`src/rtl/wdt_pkg.sv`:
```
// shared constants and types for the watchdog timer monitor
package wdt_pkg;

    // ********************************************************
    // register map (byte addresses on the register bus)
    // ********************************************************
    localparam logic [7:0] ADDR_CTRL     = 8'h00;    // watchdog_control
    localparam logic [7:0] ADDR_CLKSEL   = 8'h04;    // interval select
    localparam logic [7:0] ADDR_TA       = 8'h08;    // timed_access_reg
    localparam logic [7:0] ADDR_IEN      = 8'h0C;    // irq enables
    localparam logic [7:0] ADDR_EVT_STAT = 8'h10;    // sticky events, write one to clear
    localparam logic [7:0] ADDR_EVT_MASK = 8'h14;    // event mask

    // ********************************************************
    // field positions
    // ********************************************************
    localparam int BIT_RESTART    = 0;
    localparam int BIT_RST_EN     = 1;
    localparam int BIT_DOG_FLAG   = 2;
    localparam int BIT_IRQ_FLAG   = 3;
    localparam int BIT_SEL_LO     = 6;
    localparam int BIT_SEL_HI     = 7;
    localparam int BIT_TOUT_IEN   = 4;
    localparam int BIT_GLOBAL_IEN = 7;
    localparam int EVT_TOUT       = 0;
    localparam int EVT_DOGRST     = 1;

    // ********************************************************
    // reset values, keys, counts
    // ********************************************************
    localparam logic [1:0] SEL_RST      = 2'h0;
    localparam logic [7:0] TA_KEY1      = 8'hAA;
    localparam logic [7:0] TA_KEY2      = 8'h55;
    localparam int unsigned TOUT_SEL0_CLKS = 131072;
    localparam int unsigned TOUT_SEL1_CLKS = 1048576;
    localparam int unsigned TOUT_SEL2_CLKS = 8388608;
    localparam int unsigned TOUT_SEL3_CLKS = 67108864;
    localparam int unsigned POST_TOUT_CLKS = 512;
    localparam int unsigned MACHINE_CYCLE_CLKS = 4;
    localparam int unsigned RST_HOLD_CLKS  = 2 * MACHINE_CYCLE_CLKS;
    localparam int unsigned TA_OPEN_CLKS   = 4;
    localparam int CNT_W  = 26;
    localparam int POST_W = 10;
    localparam int HOLD_W = 4;
    localparam int TA_W   = 3;

    // ********************************************************
    // bus answers and watchdog states
    // ********************************************************
    localparam logic [1:0] RESP_OKAY   = 2'h0;
    localparam logic [1:0] RESP_SLVERR = 2'h2;

    typedef enum logic [2:0] {
        ST_COUNT  = 3'b001,
        ST_GRACE  = 3'b010,
        ST_DOGRST = 3'b100
    } wd_state_t;

endpackage

```
`src/rtl/ta_unlock.sv`:
```
// timed-access unlock: key pair opens a short write window
module ta_unlock
(
    input  wire logic       aclk,
    input  wire logic       aresetn,
    input  wire logic       ta_wr,
    input  wire logic [7:0] ta_data,
    input  wire logic       prot_wr,
    output logic            unlock_open
);
    import wdt_pkg::*;

    typedef struct packed {
        logic            key1_seen;
        logic [TA_W-1:0] open_cnt;
    } ta_state_t;

    ta_state_t s_ff;
    ta_state_t nxt_s;

    // ********************************************************
    // key sequence and window countdown
    // ********************************************************
    always_comb
    begin
        nxt_s = s_ff;
        if (s_ff.open_cnt != '0)
        begin
            nxt_s.open_cnt = s_ff.open_cnt - 1'b1;
        end
        // one protected write per unlock, so a runaway loop cannot reuse it
        if (prot_wr)
        begin
            nxt_s.open_cnt = '0;
        end
        if (ta_wr)
        begin
            nxt_s.key1_seen = (ta_data == TA_KEY1);
            if (ta_data == TA_KEY2 && s_ff.key1_seen)
            begin
                nxt_s.open_cnt = TA_W'(TA_OPEN_CLKS);
            end
        end
    end

    always_ff @(posedge aclk)
    begin
        if (!aresetn)
        begin
            s_ff <= '0;
        end
        else
        begin
            s_ff <= nxt_s;
        end
    end

    assign unlock_open = (s_ff.open_cnt != '0);
endmodule

```
`src/rtl/watchdog_timer_monitor.sv`:
```
// watchdog timer monitor with axi4-lite registers
//
// Added by the designer: the register offsets and the AXI4-Lite slave port.
module watchdog_timer_monitor
#(
    parameter int unsigned TOUT0 = wdt_pkg::TOUT_SEL0_CLKS,
    parameter int unsigned TOUT1 = wdt_pkg::TOUT_SEL1_CLKS,
    parameter int unsigned TOUT2 = wdt_pkg::TOUT_SEL2_CLKS,
    parameter int unsigned TOUT3 = wdt_pkg::TOUT_SEL3_CLKS
)
(
    input  wire logic        aclk,
    input  wire logic        aresetn,
    input  wire logic [7:0]  awaddr,
    input  wire logic        awvalid,
    output logic             awready,
    input  wire logic [31:0] wdata,
    input  wire logic [3:0]  wstrb,
    input  wire logic        wvalid,
    output logic             wready,
    output logic [1:0]       bresp,
    output logic             bvalid,
    input  wire logic        bready,
    input  wire logic [7:0]  araddr,
    input  wire logic        arvalid,
    output logic             arready,
    output logic [31:0]      rdata,
    output logic [1:0]       rresp,
    output logic             rvalid,
    input  wire logic        rready,
    input  wire logic        power_fail_rst,
    output logic             irq,
    output logic             wdt_irq_req,
    output logic             sys_reset_out
);
    import wdt_pkg::*;

    // ********************************************************
    // state
    // ********************************************************
    typedef struct packed {
        wd_state_t         st;
        logic [CNT_W-1:0]  cnt;
        logic [POST_W-1:0] post;
        logic [HOLD_W-1:0] hold;
        logic [1:0]        sel;
        logic              irq_flag;
        logic              dog_flag;
        logic              rst_en;
        logic              restart;
        logic              tout_ien;
        logic              global_ien;
        logic [1:0]        evt_stat;
        logic [1:0]        evt_mask;
        logic              aw_held;
        logic [7:0]        aw_addr;
        logic              w_held;
        logic [7:0]        w_data;
        logic              w_lane0;
        logic              bvalid;
        logic [1:0]        bresp;
        logic              rvalid;
        logic [7:0]        rdata;
        logic [1:0]        rresp;
    } wd_regs_t;

    wd_regs_t s_ff;
    wd_regs_t nxt_s;

    logic       do_wr;
    logic       wr_lane;
    logic       ta_wr;
    logic       ctrl_wr;
    logic       prot_ok;
    logic       unlock_open;
    logic       tout;
    logic       grace_end;
    logic       hold_end;
    logic [7:0] rd_mux;

    // ********************************************************
    // decode helpers
    // ********************************************************
    function automatic logic is_mapped(input logic [7:0] a);
        is_mapped = (a == ADDR_CTRL) || (a == ADDR_CLKSEL) || (a == ADDR_TA) ||
                    (a == ADDR_IEN) || (a == ADDR_EVT_STAT) || (a == ADDR_EVT_MASK);
    endfunction

    // last count value of the selected interval
    function automatic logic [CNT_W-1:0] tout_last(input logic [1:0] sel);
        case (sel)
            2'h0:    tout_last = CNT_W'(TOUT0 - 1);
            2'h1:    tout_last = CNT_W'(TOUT1 - 1);
            2'h2:    tout_last = CNT_W'(TOUT2 - 1);
            2'h3:    tout_last = CNT_W'(TOUT3 - 1);
            default: tout_last = CNT_W'(TOUT0 - 1);
        endcase
    endfunction

    // ********************************************************
    // bus handshakes and write strobes
    // ********************************************************
    assign awready = !s_ff.aw_held && !s_ff.bvalid;
    assign wready  = !s_ff.w_held && !s_ff.bvalid;
    assign arready = !s_ff.rvalid;
    assign do_wr   = s_ff.aw_held && s_ff.w_held && !s_ff.bvalid;
    assign wr_lane = do_wr && s_ff.w_lane0;
    assign ta_wr   = wr_lane && (s_ff.aw_addr == ADDR_TA);
    assign ctrl_wr = wr_lane && (s_ff.aw_addr == ADDR_CTRL);
    assign prot_ok = ctrl_wr && unlock_open;

    // ********************************************************
    // watchdog events
    // ********************************************************
    assign tout      = (s_ff.st != ST_DOGRST) && (s_ff.cnt == tout_last(s_ff.sel));
    assign grace_end = (s_ff.st == ST_GRACE) && (s_ff.post == POST_W'(POST_TOUT_CLKS - 1));
    assign hold_end  = (s_ff.st == ST_DOGRST) && (s_ff.hold == HOLD_W'(RST_HOLD_CLKS - 1));

    // read data mux, narrow registers sit in the low byte
    always_comb
    begin
        case (araddr)
            ADDR_CTRL:     rd_mux = {4'h0, s_ff.irq_flag, s_ff.dog_flag, s_ff.rst_en, s_ff.restart};
            ADDR_CLKSEL:   rd_mux = {s_ff.sel, 6'h00};
            ADDR_IEN:      rd_mux = {s_ff.global_ien, 2'h0, s_ff.tout_ien, 4'h0};
            ADDR_EVT_STAT: rd_mux = {6'h00, s_ff.evt_stat};
            ADDR_EVT_MASK: rd_mux = {6'h00, s_ff.evt_mask};
            default:       rd_mux = 8'h00;    // timed access reads as zero
        endcase
    end

    // ********************************************************
    // next state
    // ********************************************************
    always_comb
    begin
        nxt_s = s_ff;

        // write address and data may come in either order
        if (awvalid && awready)
        begin
            nxt_s.aw_held = 1'b1;
            nxt_s.aw_addr = awaddr;
        end
        if (wvalid && wready)
        begin
            nxt_s.w_held  = 1'b1;
            nxt_s.w_data  = wdata[7:0];
            nxt_s.w_lane0 = wstrb[0];
        end
        if (do_wr)
        begin
            nxt_s.aw_held = 1'b0;
            nxt_s.w_held  = 1'b0;
            nxt_s.bvalid  = 1'b1;
            nxt_s.bresp   = is_mapped(s_ff.aw_addr) ? RESP_OKAY : RESP_SLVERR;
        end
        if (s_ff.bvalid && bready)
        begin
            nxt_s.bvalid = 1'b0;
        end
        if (arvalid && arready)
        begin
            nxt_s.rvalid = 1'b1;
            nxt_s.rdata  = rd_mux;
            nxt_s.rresp  = is_mapped(araddr) ? RESP_OKAY : RESP_SLVERR;
        end
        if (s_ff.rvalid && rready)
        begin
            nxt_s.rvalid = 1'b0;
        end

        // software register writes
        if (ctrl_wr && !s_ff.w_data[BIT_DOG_FLAG])
        begin
            nxt_s.dog_flag = 1'b0;
        end
        // protected bits outside the unlock window are silently dropped
        if (prot_ok)
        begin
            nxt_s.rst_en   = s_ff.w_data[BIT_RST_EN];
            nxt_s.irq_flag = s_ff.w_data[BIT_IRQ_FLAG];
            nxt_s.restart  = s_ff.w_data[BIT_RESTART];
        end
        if (wr_lane && s_ff.aw_addr == ADDR_CLKSEL)
        begin
            nxt_s.sel = s_ff.w_data[BIT_SEL_HI:BIT_SEL_LO];
        end
        if (wr_lane && s_ff.aw_addr == ADDR_IEN)
        begin
            nxt_s.tout_ien   = s_ff.w_data[BIT_TOUT_IEN];
            nxt_s.global_ien = s_ff.w_data[BIT_GLOBAL_IEN];
        end
        if (wr_lane && s_ff.aw_addr == ADDR_EVT_STAT)
        begin
            nxt_s.evt_stat = s_ff.evt_stat & ~s_ff.w_data[1:0];
        end
        if (wr_lane && s_ff.aw_addr == ADDR_EVT_MASK)
        begin
            nxt_s.evt_mask = s_ff.w_data[1:0];
        end

        // free-running interval counter, wraps at every timeout
        nxt_s.cnt = tout ? '0 : s_ff.cnt + 1'b1;
        if (tout)
        begin
            // set after the software clear so a coinciding event wins
            nxt_s.irq_flag           = 1'b1;
            nxt_s.evt_stat[EVT_TOUT] = 1'b1;
        end

        case (s_ff.st)
            ST_COUNT:
            begin
                if (tout)
                begin
                    nxt_s.st   = ST_GRACE;
                    nxt_s.post = '0;
                end
            end
            ST_GRACE:
            begin
                nxt_s.post = s_ff.post + 1'b1;
                if (grace_end)
                begin
                    // without reset enable the watchdog is just a timer
                    nxt_s.st = s_ff.rst_en ? ST_DOGRST : ST_COUNT;
                    nxt_s.hold = '0;
                    if (s_ff.rst_en)
                    begin
                        nxt_s.dog_flag             = 1'b1;
                        nxt_s.irq_flag             = 1'b0;
                        nxt_s.evt_stat[EVT_DOGRST] = 1'b1;
                        nxt_s.cnt                  = '0;
                    end
                end
            end
            ST_DOGRST:
            begin
                nxt_s.cnt  = '0;
                nxt_s.hold = s_ff.hold + 1'b1;
                if (hold_end)
                begin
                    nxt_s.st = ST_COUNT;
                end
            end
            default:
            begin
                nxt_s.st = ST_COUNT;
            end
        endcase

        // restart takes effect the cycle after the write, then clears itself
        if (s_ff.restart)
        begin
            nxt_s.restart = 1'b0;
            nxt_s.cnt     = '0;
            nxt_s.post    = '0;
            if (s_ff.st == ST_GRACE)
            begin
                nxt_s.st = ST_COUNT;
            end
        end

        // power fail acts like power-on for the watchdog_control bits and the counters; select, enables and events are kept
        if (power_fail_rst)
        begin
            nxt_s.rst_en   = 1'b0;
            nxt_s.dog_flag = 1'b0;
            nxt_s.irq_flag = 1'b0;
            nxt_s.restart  = 1'b0;
            nxt_s.st       = ST_COUNT;
            nxt_s.cnt      = '0;
            nxt_s.post     = '0;
            nxt_s.hold     = '0;
        end
    end

    // ********************************************************
    // state register
    // ********************************************************
    always_ff @(posedge aclk)
    begin
        if (!aresetn)
        begin
            s_ff     <= '0;
            s_ff.st  <= ST_COUNT;
            s_ff.sel <= SEL_RST;
        end
        else
        begin
            s_ff <= nxt_s;
        end
    end

    ta_unlock u_unlock
    (
        .aclk        (aclk),
        .aresetn     (aresetn),
        .ta_wr       (ta_wr),
        .ta_data     (s_ff.w_data),
        .prot_wr     (prot_ok),
        .unlock_open (unlock_open)
    );

    // ********************************************************
    // outputs
    // ********************************************************
    assign bvalid        = s_ff.bvalid;
    assign bresp         = s_ff.bresp;
    assign rvalid        = s_ff.rvalid;
    assign rdata         = {24'h000000, s_ff.rdata};
    assign rresp         = s_ff.rresp;
    assign sys_reset_out = (s_ff.st == ST_DOGRST);
    assign wdt_irq_req   = s_ff.irq_flag && s_ff.tout_ien && s_ff.global_ien;
    assign irq           = |(s_ff.evt_stat & s_ff.evt_mask);
endmodule

```
`config.mk`:
```
export PLATFORM = sky130hd
export DESIGN_NAME = watchdog_timer_monitor
export DESIGN_NICKNAME = d
export VERILOG_FILES = /design/src/rtl/wdt_pkg.sv /design/src/rtl/ta_unlock.sv /design/src/rtl/watchdog_timer_monitor.sv
export SDC_FILE = /design/constraint.sdc
export NUM_CORES = 1
export LEC_CHECK = 0
export ABC_CLOCK_PERIOD_IN_PS = 2000
export BUFFER_PORTS_ARGS = -buffer_cell sky130_fd_sc_hd__buf_2
export CAP_MARGIN = 40
export CORE_ASPECT_RATIO = 1.2
export CORE_MARGIN = 5
export CORE_UTILIZATION = 48
export DETAILED_ROUTE_END_ITERATION = 8
export PLACE_DENSITY = 0.88
export SLEW_MARGIN = 20
export SYNTH_ARGS = -nofsm -noshare
export SYNTH_HDL_FRONTEND = slang
export SYNTH_HIERARCHICAL = 1
export SYNTH_SLANG_ARGS = --single-unit
export TNS_END_PERCENT = 5
```
`constraint.sdc`:
```
create_clock -name aclk -period 2 [get_ports aclk]
set_clock_uncertainty 0.05 [all_clocks]
set_input_delay 0.1 -clock aclk [delete_from_list [all_inputs] [get_ports aclk]]
set_output_delay 0.1 -clock aclk [all_outputs]
set_load 0.05 [all_outputs]
```
==> run_results.csv, run 1 <==
group,metric,value,unit
run,drv_cap,0,
sta,setup_violations,0,
layout,multi_input_area,0.00237,mm^2
yosys,synth-seq-cells,89,
route,drt_pre_antenna_iters,4,
floorplanning,die-area,0.0111,mm^2
sta,hold_violations,0,
global_routing,grt_max_degree,42,
placed_design,place_hpwl,6930,um
layout,antennaDiodeCount,0,
yosys,synth_enable_flop_cells,0,
sta,report.final.slew_viol_count,0,
route,wl_met1,3960,um
yosys,synth.area.top_cells,"dfxtp_1, buf_4, nand2_1, nor2_1, a21boi_0",
setup_path,start_kind,"flip-flop",
route,viasPerCell,5.23,
floorplanning,start_util,48.6,%
clock_network,cts.sinks,89,
yosys,yosys.area.top_type_share,41.0,%
yosys,synth_flop_cell,"dfxtp_1",
yosys,synthArstFlopShare,0,%
layout,nets,661,
clock_network,ctsRootBufferMaster,"clkbuf_8",
yosys,yosysSeqAreaShare,41.0,%
route,wl_met2,5480,um
setup_path,cp_slowest_cell,"or3_4",
floorplanning,die_width,96.8,um
setup_path,crit-reg2reg-launch,"s_ff[60]",
setup_path,cp-startpoint,"s_ff[60]",
floorplanning,die_h,114,um
layout,fill_cells,719,
setup_path,crit_buf_inv,0,
min_path,hold_depth,3,
layout,stdcell_count,721,
global_routing,antenna_found_initial,0,
yosys,ys_warn_count,6,
setup_path,cp.required,2.18,ns
sta,whs,0.0611,ns
route,dr_wl_met3,355,um
yosys,synth_area_per_cell,8.52,um^2
clock_network,clk_pin_slew,0.09,ns
sta,rsz0062_at_grt,"true",
global_routing,grt_pass1_vias,3670,
floorplanning,rows,38,
setup_path,path_max_fanout,5,
route,drtIter0Drc,172,
pwr,powerDensity,731,mW/mm^2
yosys,synth.cell_area,0.00434,mm^2
min_path,min_from,"araddr[3]",
clock_network,numCtsBuffers,9,
sta,worst_slew_pin_slew,0.503,ns
sta,post-route-min-period,1.99,ns
global_routing,grt_pass1_wl,16200,um
placed_design,io_buffers,49,
setup_path,crit_arrival,2.17,ns
min_path,hold_class,"in -> reg",
clock_network,max-clock-path-buffers,2,
global_routing,grt-ovfl-total,0,
setup_path,max_stage_delay,0.43,ns
sta,max_slew_margin,66.2,%
route,wl,10000,um
setup_path,critPathMostFrequentCell,"or3_4",
route,num_vias,3770,
floorplanning,core,0.00894,mm^2
layout,layout_common_cells,"dfxtp_1, nand2_1, nor2_1",
route,wl_per_cell,13.9,um
layout,final_common_cell,"dfxtp_1",
layout,layout-drive-gt1-share,22.0,%
clock_network,cts_tree,"yes",
setup_path,worstSetupPathType,"reg -> reg",
route,drcViolationCount,0,
setup_path,reg2regPathDepth,7,
setup_path,path_delay_family,"simple AND/OR/NAND/NOR gates",
placed_design,gp_congestion,0.780,
clock_network,insertion_delay,0.36,ns
route,top_layer,"met4",
placed_design,dp.cells,676,
sta,fin_crit_sh,99.5,%
setup_path,critPathCaptureType,"flip-flop",
yosys,synth_largest_area_cell,"dfxtp_1",
setup_path,path_depth,7,
yosys,ys_types,63,
layout,seqCellArea,0.00179,mm^2
layout,area_delta_synth_final,21.5,%
global_routing,grt.total_usage,17.4,%
setup_path,crit_chain,"ha_4 -> nand2_2 -> or3_4 -> or2_4 -> or3_4 -> nand2_8 -> a31oi_2",
pwr,leakage,0.00205,uW
sta,max_freq,503,MHz
floorplanning,io_pins,104,
clock_network,cts.htree.levels,3,
outcome,status,"finished, final reports clean",
yosys,netlist_instances,510,
route,drtAntennaViolNets,0,
pwr,ir_worst_vdd,0.347,mV
worst register-to-register path, cell delays in order, from the launching register on:
cell and delay [ns]:
dfxtp_2 0.36, ha_4 0.14, nand2_2 0.05, or3_4 0.39
or2_4 0.24, or3_4 0.43, nand2_8 0.11, a31oi_2 0.09
final timing paths:
check	end	slack, ns
max	s_ff[52]	0.01
min	rresp[1]	0.06
min reg2reg	s_ff[31]	0.42
max reg2reg	s_ff[52]	0.01
report_power, final:
part	switching (uW)	total, uW	internal [uW]
clock	621	1360	741
sequential	57.3	1890	1830
combinational	371	607	236
total	1050	3860	2810
cell type report:
type	count	area share (%)
Clock buffer	12	2.75
Clock inverter	4	1.45
Inverter	10	0.711
Multi-Input combinational cell	386	45.0
Sequential cell	89	33.8
Tap cell	120	2.84
Timing Repair Buffer	100	13.4
repair_timing:
action,4_1_cts,5_1_grt
gates resized for setup,1,20
pin swaps,1,13
endpoints found under the hold margin,20,0
hold buffers,21,0
cloned,0,1
setup buffers,0,7
setup endpoints to repair,7,14
stage by stage:
step | cell area [um^2] | setup slack, ns | utilization (%) | total power [uW] | TNS (ns)
2_1_floorplan | 4440 | -0.0840 | - | 2380 | -0.676
3_3_place_gp | 4700 | 0.0361 | 52.5 | 2440 | 0
3_5_place_dp | 4700 | -0.00395 | 52.5 | 2460 | -0.0103
4_1_cts | 5140 | 0.0256 | 57.5 | 3830 | 0
5_1_grt | 5280 | -0.0668 | 59.1 | 4010 | -0.529
6_report | 5280 | 0.0107 | 59.1 | 3860 | 0
routing by layer:
metal,GRT usage [%],vias up
met1,18.4,1790
met3,3.90,21
met2,33.4,89
met5,0,-
met4,6.93,0
li1,-,1870
cells by family after synthesis:
| group | share of synthesized area [%] |
|---|---|
| DFF | 41.0 |
| adders and majority gates | 1.44 |
| and+or+nand+nor | 28.7 |
| xor gates and xnor gates | 5.04 |
| buffers and inverters | 8.70 |
| muxes | 2.82 |
| AOI/OAI and AO/OA | 12.2 |
| other | 0.0863 |
flip-flops by register name (all words and copies together), names as in the netlist:
register and cells:
s_ff 74, rdata 7, u_unlock/s_ff 4, bresp 1, bvalid 1, rresp 1, rvalid 1
cells in the mapped netlist, types with 12 or more instances:
cell type	number
dfxtp_1	89
nand2_1	72
nor2_1	54
buf_4	38
a21boi_0	22
nand3_1	18
a21oi_1	16
nor2b_1	14
o21ai_0	14
nor3_1	13
xor2_1	13
clkbuf_1	12
nand4_1	12
xnor2_1	12
Power figures use the tool's default switching activity.
==> inputs of run 2 (changes only) <==
CORE_UTILIZATION = 50   (was 48)
CTS_BUF_LIST = sky130_fd_sc_hd__clkbuf_4   (was default)
MAX_ROUTING_LAYER = met4   (was default)
PLACE_DENSITY = 0.9   (was 0.88)
==> run_results.csv, run 2 (synthesis gave the netlist of run 1 again) <==
group,metric,value,unit
floorplanning,io_pins,104,
route,viasPerCell,5.31,
setup_path,crit_buf_inv,1,
pwr,ir_worst_vdd,0.344,mV
setup_path,crit_chain,"nor3_2 -> nand2_2 -> buf_4 -> or4b_2 -> mux2i_1 -> nor2b_1",
layout,nets,659,
sta,fin_crit_sh,98.9,%
route,drt_pre_antenna_iters,4,
clock_network,clk_pin_slew,0.16,ns
sta,max_slew_margin,62.4,%
global_routing,grt-ovfl-total,0,
placed_design,dp.cells,670,
floorplanning,start_util,51.0,%
route,drtAntennaViolNets,0,
min_path,min_from,"araddr[6]",
sta,hold_violations,0,
placed_design,pre_cts_ws,-0.00620,ns
setup_path,crit-reg2reg-launch,"s_ff[24]",
min_path,hold_class,"in -> reg",
clock_network,max-clock-path-buffers,2,
clock_network,cts_tree,"yes",
floorplanning,die_h,112,um
pwr,leakage,0.00198,uW
sta,max_freq,506,MHz
outcome,status,"finished, final reports clean",
layout,final_common_cell,"dfxtp_1",
min_path,hold_depth,5,
clock_network,cts.htree.levels,3,
sta,rsz0062_at_grt,"true",
route,wl,10100,um
setup_path,reg2reg_to,"s_ff[37]",
setup_path,path_delay_family,"simple AND/OR/NAND/NOR gates",
route,drcViolationCount,0,
global_routing,grt_pass1_vias,3643,
setup_path,start_kind,"flip-flop",
layout,top_register,"s_ff",
layout,layout-drive-gt1-share,20.7,%
sta,whs,0.0301,ns
global_routing,grt_max_degree,42,
setup_path,critPathCaptureType,"flip-flop",
layout,antennaDiodeCount,0,
layout,layout_common_cells,"dfxtp_1, nand2_1, nor2_1",
floorplanning,core,0.00852,mm^2
clock_network,numCtsBuffers,9,
floorplanning,die_width,95.1,um
setup_path,reg2reg_setup_slack,0.02,ns
route,num_vias,3800,
setup_path,max_stage_delay,0.68,ns
global_routing,antenna_found_initial,0,
run,drv_cap,0,
sta,report.final.slew_viol_count,0,
floorplanning,rows,37,
route,drtIter0Drc,241,
sta,fin_ws,0.0222,ns
placed_design,gp_congestion,0.846,
layout,area_delta_synth_final,17.9,%
clock_network,ctsRootBufferMaster,"clkbuf_4",
floorplanning,die-area,0.0107,mm^2
setup_path,reg2regPathDepth,6,
setup_path,cp_slowest_cell,"or4b_2",
clock_network,insertion_delay,0.46,ns
clock_network,cts.sinks,89,
min_path,holdPathEnd,"rdata[0]",
layout,fill_cells,700,
global_routing,grt.total_usage,18.8,%
sta,worst_slew_pin_slew,0.559,ns
placed_design,place_hpwl,6870,um
pwr,powerDensity,674,mW/mm^2
layout,largest_reg_flops,74,
route,wl_per_cell,14.1,um
sta,setup_violations,0,
placed_design,io_buffers,49,
setup_path,crit_arrival,2.32,ns
setup_path,path_max_fanout,3,
setup_path,worstSetupPathType,"reg -> reg",
setup_path,cp.required,2.34,ns
layout,stdcell_count,716,
layout,post-route-util,60.1,%
sta,post-route-min-period,1.98,ns
global_routing,grt_pass1_wl,16000,um
[run 2: metal layers]
layer  share of wire [%]  global-route usage (%)  wire [um]
met2                  54                    33.7       5480
met1                  39                    19.9       3950
met5                   0                       -          0
met4                 2.5                    7.22        252
met3                 3.8                    3.62        385
[run 2: where the power goes]
| part | internal (uW) | switching [uW] | leakage (uW) |
|---|---|---|---|
| sequential | 1840 | 54.3 | 0.000724 |
| clock | 279 | 685 | 0.0000668 |
| combinational | 223 | 374 | 0.00119 |
| total | 2340 | 1110 | 0.00198 |
[run 2: worst max-delay path by stage]
| stage | startpoint | end | slack, ns | cells past startpoint |
|---|---|---|---|---|
| after floorplan | bvalid | s_ff[24] | -0.08 | 5 |
| after global placement | s_ff[59] | s_ff[57] | 0.04 | 7 |
| after detailed placement | s_ff[60] | s_ff[57] | -0.006 | 7 |
| after CTS | s_ff[59] | s_ff[57] | 0.04 | 7 |
| after global routing | s_ff[24] | u_unlock/s_ff[0] | -0.10 | 7 |
| final | s_ff[24] | s_ff[37] | 0.02 | 6 |
[run 2: worst reg2reg max path, cell delays in order (launching register included)]
cell and delay (ns):
dfxtp_2 0.36, nor3_2 0.21, nand2_2 0.13, buf_4 0.17
or4b_2 0.68, mux2i_1 0.16, nor2b_1 0.15
[run 2: final cells by class]
type / instances / area [um^2] / share of cell area, %
Clock buffer: 9 / 67.6 / 1.32
Clock inverter: 7 / 60.1 / 1.17
Inverter: 10 / 37.5 / 0.733
Multi-Input combinational cell: 385 / 2320 / 45.3
Sequential cell: 89 / 1790 / 34.9
Tap cell: 117 / 146 / 2.86
Timing Repair Buffer: 99 / 701 / 13.7
[run 2: what timing repair did]
item	CTS	global route
pin swaps	2	5
setup endpoints to repair	7	16
buffers inserted	0	4
gates resized for setup	4	11
endpoints found under the hold margin	25	0
hold buffers	26	0
[run 2: metrics by stage]
stage / setup TNS, ns / power, uW / area, um^2
2_1_floorplan: -0.676 / 2380 / 4440
3_3_place_gp: 0 / 2430 / 4660
3_5_place_dp: -0.00620 / 2450 / 4660
4_1_cts: 0 / 3430 / 5050
5_1_grt: -0.461 / 3610 / 5120
6_report: 0 / 3450 / 5120
==> inputs of run 3 (changes only) <==
ABC_AREA = 1   (was default)
CORE_UTILIZATION = 49   (was 50)
CTS_BUF_LIST = default   (was sky130_fd_sc_hd__clkbuf_4)
PLACE_DENSITY = 0.88   (was 0.9)
SYNTH_HIERARCHICAL = default   (was 1)
==> run_results.csv, run 3 <==
group,metric,value,unit
clock_network,max-clock-path-buffers,2,
layout,stdcell_count,816,
yosys,synth_common_cells,"dfxtp_1, nand2_1, nor2_1",
yosys,synth_enable_flop_cells,0,
clock_network,numCtsBuffers,9,
pwr,ir_worst_vdd,0.600,mV
clock_network,clk_pin_slew,0.09,ns
floorplanning,start_util,50.4,%
route,drtAntennaViolNets,0,
yosys,yosysMostFrequentCell,"dfxtp_1",
global_routing,busiest_layer,"met2",
global_routing,grt_max_degree,31,
global_routing,use_met1,19.9,%
global_routing,grt.total_usage,19.4,%
sta,setup_violations,0,
global_routing,grt-ovfl-total,0,
layout,area_delta_synth_final,14.1,%
floorplanning,die-area,0.0114,mm^2
global_routing,use_met2,35.5,%
sta,worst_slew_pin_slew,0.559,ns
layout,fill_cells,818,
layout,layout-drive-gt1-share,16.5,%
placed_design,io_buffers,49,
yosys,synth_largest_area_cell,"dfxtp_1",
sta,rsz0062_at_grt,"true",
floorplanning,die_h,116,um
placed_design,dp.cells,780,
layout,seqCellArea,0.00178,mm^2
yosys,yosysSeqAreaShare,38.7,%
pwr,powerDensity,754,mW/mm^2
setup_path,crit_arrival,2.06,ns
layout,nets,757,
placed_design,place_area,0.00480,mm^2
sta,hold_violations,0,
route,drt_pre_antenna_iters,5,
sta,max_freq,537,MHz
floorplanning,die_width,98.4,um
route,num_vias,4175,
sta,post-route-min-period,1.86,ns
placed_design,gp_congestion,0.880,
route,drtIter0Drc,248,
setup_path,start_kind,"flip-flop",
floorplanning,core,0.00913,mm^2
setup_path,cp.required,2.19,ns
clock_network,cts.sinks,89,
route,drcViolationCount,0,
setup_path,critPathCaptureType,"flip-flop",
clock_network,insertion_delay,0.37,ns
layout,largest_reg_flops,74,
yosys,netlist_instances,627,
sta,max_slew_margin,62.5,%
layout,antennaDiodeCount,0,
route,wl_per_cell,12.9,um
outcome,status,"finished, final reports clean",
global_routing,antenna_found_initial,0,
route,wl,10500,um
layout,layout_common_cells,"nand2_1, dfxtp_1, nor2_1",
floorplanning,rows,38,
yosys,synth_area_per_cell,7.34,um^2
sta,report.final.slew_viol_count,0,
global_routing,grt_pass1_wl,17700,um
pwr,leakage,0.00209,uW
layout,post-route-util,57.5,%
layout,final_common_cell,"nand2_1",
sta,fin_crit_sh,93.2,%
yosys,synthArstFlopShare,0,%
yosys,synth.cell_area,0.00460,mm^2
yosys,synth-seq-cells,89,
yosys,synth_flop_cell,"dfxtp_1",
sta,finalSetupTns,0,ns
layout,final_area,0.00525,mm^2
setup_path,worstSetupPathType,"reg -> reg",
run,drv_cap,0,
floorplanning,io_pins,104,
yosys,yosys.area.top_type_share,38.7,%
clock_network,cts.htree.levels,3,
yosys,ys_warn_count,0,
setup_path,path_max_fanout,26,
route,viasPerCell,5.12,
clock_network,ctsRootBufferMaster,"clkbuf_8",
layout,multi_input_area,0.00233,mm^2
yosys,synth.area.top_cells,"dfxtp_1, nand2_1, nor2_1, buf_4, inv_1",
global_routing,grtUsageMet3,4.24,%
global_routing,grt_pass1_vias,4053,
min_path,hold_class,"in -> reg",
placed_design,place_hpwl,7390,um
clock_network,cts_tree,"yes",
yosys,ys_types,41,
layout,top_register,"s_ff",
[run 3: cell types whose count changed in the layout (fill, tap and decap cells not counted), sizes merged, moves of 8 or more]
cell	change
inv	+58
nor2	+43
o21ai	+36
a21oi	+32
nand3	+22
a21boi	-21
nand2	+21
buf	-20
nor2b	-14
mux2i	-10
nand4	+9
nor3	+8
[run 3: logic make-up (layout without fill, tap and decap cells)]
family	after synthesis	after routing	share of synthesized area, %
other	1	27	0.0815
adders and majority gates	6	6	1.63
AOI/OAI and AO/OA	108	108	12.2
and+or+nand+nor	285	285	30.5
buffers and inverters	117	160	12.9
DFF	89	89	38.7
xor gates and xnor gates	21	21	4.00
[run 3: where the power goes]
part | switching [uW] | internal (uW)
registers | 43.4 | 1840
logic | 421 | 164
clock network | 655 | 832
total | 1120 | 2840
[run 3: metal layers]
| layer | part of all wire (%) | wire, um | vias to the layer above |
|---|---|---|---|
| li1 | - | - | 2110 |
| met1 | 39 | 4070 | 1912 |
| met2 | 53 | 5540 | 121 |
| met3 | 5.1 | 538 | 32 |
| met4 | 3.6 | 384 | 0 |
| met5 | 0 | 0 | - |
[run 3: worst paths after layout]
kind                               start  endpoint  slack, ns  depth (start not counted)
worst min-delay path             aresetn  rdata[6]       0.05                          3
worst max-delay path            s_ff[59]  s_ff[77]       0.14                          8
worst min register to register  s_ff[59]  s_ff[59]       0.41                          1
worst max register to register  s_ff[59]  s_ff[77]       0.14                          8
[run 3: critical path: stages (launching register included)]
cell	delay (ns)
dfxtp_2	0.37
ha_2	0.21
nand3_2	0.12
nor2_4	0.17
nand4_4	0.15
nor2_8	0.18
nand2_2	0.10
nand4_4	0.29
nor2_1	0.10
[run 3: timing repair]
action                     in CTS  in global routing
setup endpoints to repair       0                 26
setup buffers                   0                  0
hold buffers                   20                  0
gates resized for setup         0                  4
hold endpoints to repair       22                  0
[run 3: cell type report]
| class | count | area share (%) |
|---|---|---|
| repair buffers | 73 | 9.06 |
| multi-input cells | 447 | 44.4 |
| clock buffers | 9 | 2.36 |
| clock inverters | 7 | 2.24 |
| well taps | 120 | 2.86 |
| inverters | 71 | 5.08 |
| flip-flops and latches | 89 | 34.0 |
[run 3: metrics by stage]
| stage | hold slack (ns) | total power [uW] | setup WS, ns |
|---|---|---|---|
| floorplan | 0.149 | 2400 | -0.0564 |
| global placement | 0.240 | 2450 | 0.149 |
| detailed placement | 0.241 | 2460 | 0.0666 |
| CTS | 0.0363 | 3960 | 0.0590 |
| global route | 0.0595 | 4130 | -0.0592 |
| finish | 0.0476 | 3960 | 0.136 |
